## config.mk

```make
export PLATFORM = sky130hd
export DESIGN_NAME = efc_cmd
export DESIGN_NICKNAME = d
export VERILOG_FILES = /design/src/hdl/efc_pkg.sv /design/src/hdl/efc_divider.sv /design/src/hdl/efc_nvstore.sv /design/src/hdl/efc_cmd.sv
export SDC_FILE = /design/constraint.sdc
export NUM_CORES = 2
export LEC_CHECK = 0
export BUFFER_PORTS_ARGS = -buffer_cell sky130_fd_sc_hd__buf_4
export CAP_MARGIN = 0
export CORE_MARGIN = 5
export CORE_UTILIZATION = 50
export CTS_CLUSTER_DIAMETER = 100
export DETAILED_ROUTE_END_ITERATION = 8
export GPL_TIMING_DRIVEN = 1
export PLACE_DENSITY = 0.65
export REMOVE_ABC_BUFFERS = 1
export SETUP_SLACK_MARGIN = 0.02
export SYNTH_ARGS = -nofsm -noshare
export SYNTH_HDL_FRONTEND = slang
export SYNTH_HIERARCHICAL = 1
export SYNTH_SLANG_ARGS = --single-unit
export TNS_END_PERCENT = 50
```

## constraint.sdc

```tcl
create_clock -name clk_in -period 7.9 [get_ports clk_in]
set_input_delay 1.185 -clock clk_in [delete_from_list [all_inputs] [get_ports clk_in]]
set_output_delay 1.185 -clock clk_in [all_outputs]
set_load 0.005 [all_outputs]
```

## src/hdl/efc_pkg.sv

```systemverilog
// Constants and types shared by the calibration and memory command block
package efc_pkg;
	localparam logic [7:0] CMD_PAGE_READ = 8'h42;
	localparam logic [7:0] CMD_PAGE_WRITE = 8'h50;
	localparam logic [7:0] CMD_BULK_ERASE = 8'h4f;
	localparam logic [7:0] CMD_AUTO_FREQ = 8'h76;
	localparam logic [7:0] CMD_SAVE_NV = 8'h53;
	localparam logic [7:0] RSP_ACK = 8'h06;
	localparam logic [7:0] RSP_NAK = 8'h15;
	localparam logic [15:0] DELIM_KEY = 16'ha5a5;
	localparam logic [15:0] ERASED_WORD = 16'hffff;
	localparam int NUM_WORDS = 256;
	localparam int NUM_PAGES = 32;
	localparam int PAGE_WORDS = 8;
	localparam int PAGE_BYTES = 16;
	localparam logic [7:0] LAST_PAGE = 8'h1f;
	localparam logic [31:0] GAIN_MIN = 32'h000061a8;
	localparam logic [31:0] GAIN_MAX = 32'h0000ffff;
	localparam logic [15:0] FREQ_MIN_MHZ = 16'hafc8;
	localparam logic [15:0] FREQ_MAX_MHZ = 16'hfde8;
	localparam logic [15:0] FREQ_REF_RST = 16'hc350;
	localparam logic [15:0] GAIN_FACTORY = 16'h8000;
	localparam logic [15:0] DELIM_RST = 16'h0000;
	localparam logic [7:0] FREQ_MULT_CYCLES = 8'h20;
	localparam int DIV_CYCLES = 34;
	typedef enum logic [3:0] {
		ST_IDLE = 4'h0,
		ST_PAGE_NUM = 4'h1,
		ST_WDATA = 4'h2,
		ST_ERASE = 4'h3,
		ST_RD_ACK = 4'h4,
		ST_RD_DATA = 4'h5,
		ST_RD_SUM = 4'h6,
		ST_CAL_DIV = 4'h7,
		ST_RESP = 4'h8
	} efc_state_type;
endpackage : efc_pkg

```

## src/hdl/efc_divider.sv

```systemverilog
// Sequential unsigned divider for the gain ratio
`timescale 1ns/100ps
module efc_divider (
	input wire logic clk_in,
	input wire logic sys_rst_in,
	input wire logic start_in,
	input wire logic [31:0] num_in,
	input wire logic [15:0] den_in,
	output logic done_out,
	output logic [31:0] quot_out
);
	import efc_pkg::*;
	typedef struct packed {
		logic [5:0] cnt;
		logic busy;
		logic done;
		logic [31:0] q;
		logic [16:0] rem;
	} efc_div_type;
	efc_div_type cur_ff, nxt_ff;
	logic [16:0] trial;
	always_comb begin
		nxt_ff = cur_ff;
		nxt_ff.done = 1'b0;
		trial = {cur_ff.rem[15:0], cur_ff.q[31]};
		if (start_in) begin
			nxt_ff.busy = 1'b1;
			nxt_ff.cnt = 6'h00;
			nxt_ff.q = num_in;
			nxt_ff.rem = 17'h00000;
		end else if (cur_ff.busy) begin
			nxt_ff.q = {cur_ff.q[30:0], 1'b0};
			if (trial >= {1'b0, den_in}) begin
				nxt_ff.rem = trial - {1'b0, den_in};
				nxt_ff.q[0] = 1'b1;
			end else begin
				nxt_ff.rem = trial;
			end
			nxt_ff.cnt = cur_ff.cnt + 6'h01;
			if (cur_ff.cnt == 6'h1f) begin
				nxt_ff.busy = 1'b0;
				nxt_ff.done = 1'b1;
			end
		end
	end
	always_ff @(posedge clk_in) begin
		if (sys_rst_in)
			cur_ff <= '0;
		else
			cur_ff <= nxt_ff;
	end
	assign done_out = cur_ff.done;
	assign quot_out = cur_ff.q;
endmodule : efc_divider

```

## src/hdl/efc_nvstore.sv

```systemverilog
// Nonvolatile calibration store with factory fallback
`timescale 1ns/100ps
module efc_nvstore (
	input wire logic clk_in,
	input wire logic save_in,
	input wire logic [15:0] gain_in,
	input wire logic [15:0] delim_in,
	output logic [15:0] gain_out
);
	import efc_pkg::*;
	// Persistent cells are not cleared by the system reset
	typedef struct packed {
		logic user_valid;
		logic [15:0] gain;
	} efc_nv_type;
	efc_nv_type cur_ff, nxt_ff;
	always_comb begin
		nxt_ff = cur_ff;
		if (save_in) begin
			if (delim_in == DELIM_KEY) begin
				nxt_ff.user_valid = 1'b0;
			end else begin
				nxt_ff.user_valid = 1'b1;
				nxt_ff.gain = gain_in;
			end
		end
	end
	always_ff @(posedge clk_in) begin
		cur_ff <= nxt_ff;
	end
	// Factory gain stays in use until a user save
	assign gain_out = (cur_ff.user_valid === 1'b1) ? cur_ff.gain
		: GAIN_FACTORY;
endmodule : efc_nvstore

```

## src/hdl/efc_cmd.sv

```systemverilog
// Command interpreter for frequency calibration and user memory pages
// Behaviour
// - The measured line frequency is kept as a 16-bit result.
// - A frequency outside 45 to 65 Hz is flagged invalid.
// - Auto calibration updates only the frequency gain by expected/measured.
// - The new gain must lie in 25000..65535 for ACK, else NAK.
// - A save after calibration stores the constants persistently.
// - Key 0xa5a5, a save and a reset restore factory calibration.
// - Factory values persist across resets until a new calibrated save.
// - The memory holds 256 readable and writable 16-bit words.
// - It has 32 pages of eight words and erased words read ffff.
// - Page read is 0x42 plus page, answered ACK, data and checksum.
// - Page write is 0x50, page, 16 data bytes, answered ACK.
// - Bulk erase is 0x4f alone, erases to all ones, answered ACK.
`timescale 1ns/100ps
module efc_cmd (
	input wire logic clk_in,
	input wire logic sys_rst_in,
	input wire logic rx_valid_in,
	input wire logic [7:0] rx_data_in,
	output logic rx_ready_out,
	output logic tx_valid_out,
	output logic [7:0] tx_data_out,
	input wire logic tx_ready_in,
	input wire logic freq_valid_in,
	input wire logic [15:0] freq_meas_in,
	input wire logic [15:0] freq_ref_in,
	input wire logic ref_load_in,
	input wire logic [15:0] delim_in,
	input wire logic delim_load_in,
	output logic [15:0] line_freq_out,
	output logic freq_ok_out,
	output logic [15:0] freq_gain_out
);
	import efc_pkg::*;
	typedef struct packed {
		efc_state_type st;
		logic [7:0] cmd;
		logic [7:0] page;
		logic [3:0] idx;
		logic [7:0] lo;
		logic [7:0] sum;
		logic [7:0] resp;
		logic [8:0] erase_ptr;
		logic [15:0] line_freq;
		logic freq_ok;
		logic [15:0] gain;
		logic [15:0] ref_f;
		logic [15:0] delim;
		logic [15:0] meas;
		logic div_go;
		logic save;
		logic loaded;
	} efc_top_type;
	efc_top_type cur_ff, nxt_ff;
	logic [15:0] mem_ff [NUM_WORDS];
	logic mem_we;
	logic [7:0] mem_waddr;
	logic [15:0] mem_wdata;
	logic div_done;
	logic [31:0] div_quot;
	logic [31:0] div_num;
	logic [15:0] nv_gain;
	logic [7:0] rd_byte;
	function automatic logic [7:0] word_addr(input logic [7:0] pg,
		input logic [3:0] i);
		word_addr = {pg[4:0], i[3:1]};
	endfunction : word_addr
	function automatic logic freq_in_band(input logic [15:0] f);
		freq_in_band = (f >= FREQ_MIN_MHZ) && (f <= FREQ_MAX_MHZ);
	endfunction : freq_in_band
	// Full 32-bit product so the gain ratio keeps every bit
	assign div_num = 32'(cur_ff.gain) * 32'(cur_ff.ref_f);
	efc_divider u_div (
		.clk_in(clk_in),
		.sys_rst_in(sys_rst_in),
		.start_in(cur_ff.div_go),
		.num_in(div_num),
		.den_in(cur_ff.meas),
		.done_out(div_done),
		.quot_out(div_quot)
	);
	efc_nvstore u_nv (
		.clk_in(clk_in),
		.save_in(cur_ff.save),
		.gain_in(cur_ff.gain),
		.delim_in(cur_ff.delim),
		.gain_out(nv_gain)
	);
	assign rd_byte = cur_ff.idx[0]
		? mem_ff[word_addr(cur_ff.page, cur_ff.idx)][7:0]
		: mem_ff[word_addr(cur_ff.page, cur_ff.idx)][15:8];
	always_comb begin
		nxt_ff = cur_ff;
		nxt_ff.div_go = 1'b0;
		nxt_ff.save = 1'b0;
		mem_we = 1'b0;
		mem_waddr = 8'h00;
		mem_wdata = ERASED_WORD;
		if (!cur_ff.loaded) begin
			nxt_ff.gain = nv_gain;
			nxt_ff.loaded = 1'b1;
		end
		if (freq_valid_in) begin
			nxt_ff.line_freq = freq_meas_in;
			nxt_ff.freq_ok = freq_in_band(freq_meas_in);
		end
		if (ref_load_in)
			nxt_ff.ref_f = freq_ref_in;
		if (delim_load_in)
			nxt_ff.delim = delim_in;
		unique case (cur_ff.st)
		ST_IDLE: begin
			if (rx_valid_in) begin
				nxt_ff.cmd = rx_data_in;
				nxt_ff.idx = 4'h0;
				nxt_ff.sum = 8'h00;
				if (rx_data_in == CMD_PAGE_READ ||
					rx_data_in == CMD_PAGE_WRITE) begin
					nxt_ff.st = ST_PAGE_NUM;
				end else if (rx_data_in == CMD_BULK_ERASE) begin
					nxt_ff.erase_ptr = 9'h000;
					nxt_ff.st = ST_ERASE;
				end else if (rx_data_in == CMD_AUTO_FREQ) begin
					// relies on host applying the reference
					if (cur_ff.freq_ok && cur_ff.line_freq != 16'h0000) begin
						nxt_ff.meas = cur_ff.line_freq;
						nxt_ff.div_go = 1'b1;
						nxt_ff.st = ST_CAL_DIV;
					end else begin
						nxt_ff.resp = RSP_NAK;
						nxt_ff.st = ST_RESP;
					end
				end else if (rx_data_in == CMD_SAVE_NV) begin
					nxt_ff.save = 1'b1;
					nxt_ff.resp = RSP_ACK;
					nxt_ff.st = ST_RESP;
				end else begin
					nxt_ff.resp = RSP_NAK;
					nxt_ff.st = ST_RESP;
				end
			end
		end
		ST_PAGE_NUM: begin
			if (rx_valid_in) begin
				nxt_ff.page = rx_data_in;
				if (cur_ff.cmd == CMD_PAGE_READ) begin
					if (rx_data_in > LAST_PAGE) begin
						nxt_ff.resp = RSP_NAK;
						nxt_ff.st = ST_RESP;
					end else begin
						nxt_ff.st = ST_RD_ACK;
					end
				end else begin
					nxt_ff.st = ST_WDATA;
				end
			end
		end
		ST_WDATA: begin
			if (rx_valid_in) begin
				nxt_ff.idx = cur_ff.idx + 4'h1;
				if (!cur_ff.idx[0]) begin
					nxt_ff.lo = rx_data_in;
				end else if (cur_ff.page <= LAST_PAGE) begin
					mem_we = 1'b1;
					mem_waddr = word_addr(cur_ff.page, cur_ff.idx);
					mem_wdata = {cur_ff.lo, rx_data_in};
				end
				if (cur_ff.idx == 4'hf) begin
					nxt_ff.resp = (cur_ff.page <= LAST_PAGE) ? RSP_ACK
						: RSP_NAK;
					nxt_ff.st = ST_RESP;
				end
			end
		end
		ST_ERASE: begin
			mem_we = 1'b1;
			mem_waddr = cur_ff.erase_ptr[7:0];
			mem_wdata = ERASED_WORD;
			nxt_ff.erase_ptr = cur_ff.erase_ptr + 9'h001;
			if (cur_ff.erase_ptr[7:0] == 8'hff) begin
				nxt_ff.resp = RSP_ACK;
				nxt_ff.st = ST_RESP;
			end
		end
		ST_RD_ACK: begin
			if (tx_ready_in)
				nxt_ff.st = ST_RD_DATA;
		end
		ST_RD_DATA: begin
			if (tx_ready_in) begin
				nxt_ff.sum = cur_ff.sum + rd_byte;
				nxt_ff.idx = cur_ff.idx + 4'h1;
				if (cur_ff.idx == 4'hf)
					nxt_ff.st = ST_RD_SUM;
			end
		end
		ST_RD_SUM: begin
			if (tx_ready_in)
				nxt_ff.st = ST_IDLE;
		end
		ST_CAL_DIV: begin
			if (div_done) begin
				if (div_quot >= GAIN_MIN && div_quot <= GAIN_MAX) begin
					nxt_ff.gain = div_quot[15:0];
					nxt_ff.resp = RSP_ACK;
				end else begin
					nxt_ff.resp = RSP_NAK;
				end
				nxt_ff.st = ST_RESP;
			end
		end
		ST_RESP: begin
			if (tx_ready_in)
				nxt_ff.st = ST_IDLE;
		end
		default: nxt_ff.st = ST_IDLE;
		endcase
	end
	always_ff @(posedge clk_in) begin
		if (sys_rst_in) begin
			cur_ff <= '0;
			cur_ff.ref_f <= FREQ_REF_RST;
			cur_ff.delim <= DELIM_RST;
			cur_ff.gain <= GAIN_FACTORY;
		end else begin
			cur_ff <= nxt_ff;
		end
	end
	// Memory contents survive reset like the real array
	always_ff @(posedge clk_in) begin
		if (mem_we)
			mem_ff[mem_waddr] <= mem_wdata;
	end
	always_comb begin
		tx_valid_out = 1'b0;
		tx_data_out = 8'h00;
		unique case (cur_ff.st)
		ST_RESP: begin
			tx_valid_out = 1'b1;
			tx_data_out = cur_ff.resp;
		end
		ST_RD_ACK: begin
			tx_valid_out = 1'b1;
			tx_data_out = RSP_ACK;
		end
		ST_RD_DATA: begin
			tx_valid_out = 1'b1;
			tx_data_out = rd_byte;
		end
		ST_RD_SUM: begin
			tx_valid_out = 1'b1;
			tx_data_out = cur_ff.sum;
		end
		default: begin
			tx_valid_out = 1'b0;
			tx_data_out = 8'h00;
		end
		endcase
	end
	assign rx_ready_out = (cur_ff.st == ST_IDLE) ||
		(cur_ff.st == ST_PAGE_NUM) || (cur_ff.st == ST_WDATA);
	assign line_freq_out = cur_ff.line_freq;
	assign freq_ok_out = cur_ff.freq_ok;
	assign freq_gain_out = cur_ff.gain;
endmodule : efc_cmd

```

==> impl_metrics.prom <==
# TYPE chip_impl_metric gauge
chip_impl_info{name="cp_common_cell",value="sky130_fd_sc_hd__mux4_2"} 1
chip_impl_metric{name="power_per_cell_area",unit="mW/mm²"} 233
chip_impl_metric{name="dp_cells",unit=""} 13100
chip_impl_metric{name="worst_path_required",unit="ps"} 6710
chip_impl_metric{name="fp.dieArea",unit="mm²"} 0.363
chip_impl_metric{name="finalHoldWorstSlack",unit="ps"} 460
chip_impl_metric{name="finalMaxSlewViolations",unit=""} 0
chip_impl_metric{name="postSynth.asyncResetShare",unit=""} 0
chip_impl_metric{name="synth.ff_latch_count",unit=""} 4304
chip_impl_metric{name="post_cts.resized_instances",unit=""} 0
chip_impl_metric{name="final-hold-violation-count",unit=""} 0
chip_impl_metric{name="fin_worst_skew",unit="ps"} 77.0
chip_impl_info{name="tritoncts_clock_tree",value="done"} 1
chip_impl_metric{name="core_region_area",unit="mm²"} 0.350
chip_impl_metric{name="post_route_cells_drive_above_1_share",unit=""} 0.267
chip_impl_metric{name="timing.critical_path.fanout_max",unit=""} 44
chip_impl_metric{name="instances_no_fill",unit=""} 13900
chip_impl_metric{name="fin_nets",unit=""} 9304
chip_impl_metric{name="detailroute.via_count",unit=""} 86100
chip_impl_metric{name="arrival",unit="ps"} 6300
chip_impl_metric{name="die-height",unit="µm"} 603
chip_impl_metric{name="drtIter0Drc",unit=""} 10400
chip_impl_metric{name="fillerInstances",unit=""} 25700
chip_impl_metric{name="vias_in_the_first_global_route",unit=""} 87400
chip_impl_info{name="synth_top_cell_by_area",value="sky130_fd_sc_hd__edfxtp_1"} 1
chip_impl_info{name="cp-end-kind",value="output pin"} 1
chip_impl_metric{name="ant_nets",unit=""} 0
chip_impl_metric{name="cts_buffers",unit=""} 429
chip_impl_metric{name="maxCapViolCount",unit=""} 0
chip_impl_info{name="final_common_cell",value="sky130_fd_sc_hd__edfxtp_1"} 1
chip_impl_metric{name="synth_seq_area_share",unit=""} 0.725
chip_impl_info{name="synthFlopType",value="sky130_fd_sc_hd__edfxtp_1"} 1
chip_impl_metric{name="flow.area_growth_from_synthesis",unit="%"} 12.0
chip_impl_metric{name="finalSetupViolations",unit=""} 0
chip_impl_info{name="worst_hold_path_type",value="reg2reg"} 1
chip_impl_metric{name="global_route.overflow_total",unit=""} 0
chip_impl_metric{name="min_period_over_period",unit=""} 0.948
chip_impl_metric{name="worst_setup_hold_path_clk_slew",unit="ps"} 60
chip_impl_metric{name="wl",unit="mm"} 429
chip_impl_metric{name="port_buffers",unit=""} 105
chip_impl_metric{name="yosys.cell_types.count",unit=""} 83
chip_impl_metric{name="grt_antenna_before_repair",unit=""} 18
chip_impl_metric{name="fin_crit",unit="ps"} 7490
chip_impl_info{name="ys_top_cells_by_area",value="sky130_fd_sc_hd__edfxtp_1, sky130_fd_sc_hd__mux4_2, sky130_fd_sc_hd__fa_1"} 1
chip_impl_metric{name="grt_use_total",unit=""} 0.236
chip_impl_metric{name="floorplan.rows",unit=""} 217
chip_impl_metric{name="die_width",unit="µm"} 603
chip_impl_metric{name="totalPowerFinal",unit="mW"} 45.8
chip_impl_metric{name="setup-tns-final",unit="ps"} 0
chip_impl_info{name="cp_cell_sequence",value="buf_12 -> buf_4 -> mux4_2 -> mux4_2 -> mux4_2 -> a22oi_1 -> a21oi_1 -> a21o_1 -> o2bb2ai_1 -> buf_4"} 1
chip_impl_metric{name="post_synth.cell_area_avg",unit="µm²"} 20.7
chip_impl_metric{name="clkLatencyLatePin",unit="ps"} 970
chip_impl_metric{name="syn-instance-count",unit=""} 8468
chip_impl_metric{name="ctsLongestPathBuffers",unit=""} 4
chip_impl_metric{name="gpl.final_weighted_congestion",unit=""} 0.843
chip_impl_metric{name="syn_area",unit="mm²"} 0.176
chip_impl_metric{name="grt_start_max_net_pins",unit=""} 225
chip_impl_metric{name="cts.htree.levels",unit=""} 5
chip_impl_metric{name="drc_errors",unit=""} 0
chip_impl_metric{name="synth_top_area_frac",unit=""} 0.703
chip_impl_metric{name="synth-edff-count",unit=""} 4113
chip_impl_info{name="critical_path.slowest_cell",value="sky130_fd_sc_hd__dfxtp_4"} 1
chip_impl_metric{name="wire_length_of_the_first_global_routing_pass",unit="mm"} 626
chip_impl_metric{name="viasPerCell",unit=""} 6.21
chip_impl_info{name="root_buffer",value="sky130_fd_sc_hd__clkbuf_16"} 1
chip_impl_info{name="rsz0062_at_grt",value="no"} 1
chip_impl_metric{name="clock-sinks",unit=""} 4304
chip_impl_info{name="critical_path.startpoint_type",value="register"} 1
chip_impl_metric{name="io-pin-count",unit=""} 106
chip_impl_metric{name="crit_buf_inv",unit=""} 3
chip_impl_metric{name="max_stage_delay",unit="ps"} 1060
chip_impl_info{name="critical-path-top-delay-family",value="compound AO/OA/AOI/OAI gates"} 1
chip_impl_metric{name="yosys_warnings",unit=""} 6
chip_impl_metric{name="post_cts_buffers",unit=""} 0
chip_impl_info{name="outcome",value="completed"} 1
chip_impl_metric{name="dp.final_hpwl",unit="mm"} 261
chip_impl_metric{name="timing.max_slew.rel_slack",unit=""} 0.0698
chip_impl_metric{name="worst_ir_drop_vdd",unit="µV"} 197
chip_impl_metric{name="power.static_leakage",unit="nW"} 69.2
chip_impl_metric{name="initial_utilization",unit=""} 0.502
chip_impl_metric{name="fmax",unit="MHz"} 134
chip_impl_info{name="most-common-layout-cells",value="sky130_fd_sc_hd__edfxtp_1, sky130_fd_sc_hd__mux4_2, sky130_fd_sc_hd__buf_4"} 1
chip_impl_metric{name="drt_first_pass_iters",unit=""} 7
chip_impl_metric{name="avgRoutedWirePerCell",unit="µm"} 30.9
chip_impl_metric{name="max_slew.worst_pin.slew",unit="ps"} 1400
chip_impl_info{name="crit_type",value="reg2out"} 1
chip_impl_metric{name="holdBufCountCts",unit=""} 0
==> power breakdown <==
group | total [mW] | switching (mW) | internal, mW
Clock | 19.0 | 8.35 | 10.7
Sequential | 25.0 | 0.116 | 24.9
Combinational | 1.68 | 1.17 | 0.516
Total | 45.8 | 9.64 | 36.1
==> cells by family after synthesis <==
logic type,Yosys count,share of synthesized area
buffers and inverters,777,0.0192
DFF,4304,0.725
xor gates and xnor gates,54,0.00269
and+or+nand+nor,1126,0.0289
AOI/OAI and AO/OA,406,0.0153
adders and majority gates,327,0.0317
muxes,1474,0.177
==> registers in the layout, summed over array words and instances (netlist names) <==
register        flops
mem_ff           4096
cur_ff            102
u_div/quot_out     32
u_div/cur_ff       23
u_nv/cur_ff        17
freq_gain_out      16
line_freq_out      16
freq_ok_out         1
u_div/done_out      1
==> final timing paths <==
check | startpoint | endpoint | slack [ps] | cells past startpoint
max | cur_ff[119] | tx_data_out[4] | 410 | 10
min | cur_ff[135] | cur_ff[135] | 460 | 2
max reg2reg | freq_gain_out[8] | u_div/quot_out[30] | 800 | 22
min reg2reg | cur_ff[135] | cur_ff[135] | 460 | 2
==> routing by layer <==
metal	track usage	share of wire	routed length, µm
met5	0	0	0
met4	0.0553	0.024	10500
met3	0.0430	0.090	38500
met2	0.368	0.47	203000
met1	0.350	0.41	177000
==> synthesized netlist by cell type, types with 5 or more instances <==
master,instances
sky130_fd_sc_hd__nor4_1,10
sky130_fd_sc_hd__ha_1,130
sky130_fd_sc_hd__a211oi_1,30
sky130_fd_sc_hd__inv_1,250
sky130_fd_sc_hd__a221o_1,5
sky130_fd_sc_hd__clkbuf_1,272
sky130_fd_sc_hd__nor2b_1,8
sky130_fd_sc_hd__a22oi_1,38
sky130_fd_sc_hd__nand3_1,39
sky130_fd_sc_hd__nand2b_1,33
sky130_fd_sc_hd__dfxtp_1,191
sky130_fd_sc_hd__buf_4,73
sky130_fd_sc_hd__mux2i_1,167
sky130_fd_sc_hd__nor2_1,508
sky130_fd_sc_hd__o2bb2ai_1,5
sky130_fd_sc_hd__edfxtp_1,4113
sky130_fd_sc_hd__nand3b_1,8
sky130_fd_sc_hd__o211ai_1,8
sky130_fd_sc_hd__buf_1,55
sky130_fd_sc_hd__a21oi_1,114
sky130_fd_sc_hd__o21bai_1,12
sky130_fd_sc_hd__a31oi_1,19
sky130_fd_sc_hd__buf_2,120
sky130_fd_sc_hd__a32oi_1,7
sky130_fd_sc_hd__fa_1,196
sky130_fd_sc_hd__o22ai_1,13
sky130_fd_sc_hd__and2_1,150
sky130_fd_sc_hd__a21o_1,29
sky130_fd_sc_hd__o31ai_1,5
sky130_fd_sc_hd__and3_1,10
sky130_fd_sc_hd__xor2_1,23
sky130_fd_sc_hd__o21a_1,11
sky130_fd_sc_hd__buf_6,5
sky130_fd_sc_hd__xnor2_1,31
sky130_fd_sc_hd__or3_1,10
sky130_fd_sc_hd__nand4_1,19
sky130_fd_sc_hd__nor3_1,28
sky130_fd_sc_hd__mux4_2,1304
sky130_fd_sc_hd__nand2_1,277
sky130_fd_sc_hd__o21ai_0,66
==> cell type report <==
cell class / count / area [µm²] / area share
clock buffer: 554 / 11400 / 0.0579
tap: 4599 / 5750 / 0.0293
antenna: 7 / 17.5 / 0.0000890
inverter: 251 / 942 / 0.00479
timing repair buffer: 542 / 4610 / 0.0234
clock inverter: 225 / 1590 / 0.00806
multi-input combinational: 3387 / 45100 / 0.229
sequential: 4304 / 127000 / 0.647
==> worst reg2reg max path, delay by kind of cell, from the launching register on <==
| family | cells | cell delay, ps |
|---|---|---|
| AO/OA/AOI/OAI | 6 | 1610 |
| XOR/XNOR | 1 | 160 |
| adder cells (fa/ha/maj) | 7 | 3380 |
| buffers and inverters | 3 | 150 |
| flip-flops | 1 | 890 |
| AND/OR/NAND/NOR | 5 | 770 |
==> through the flow <==
stage	instance area, µm²	utilization	setup WS [ps]
2_1_floorplan	173000	-	-40680
3_3_place_gp	184000	0.525	794
3_5_place_dp	184000	0.525	932
4_1_cts	197000	0.562	414
5_1_grt	197000	0.562	265
6_report	197000	0.563	413
No activity file was read; power rests on OpenSTA's default activity.
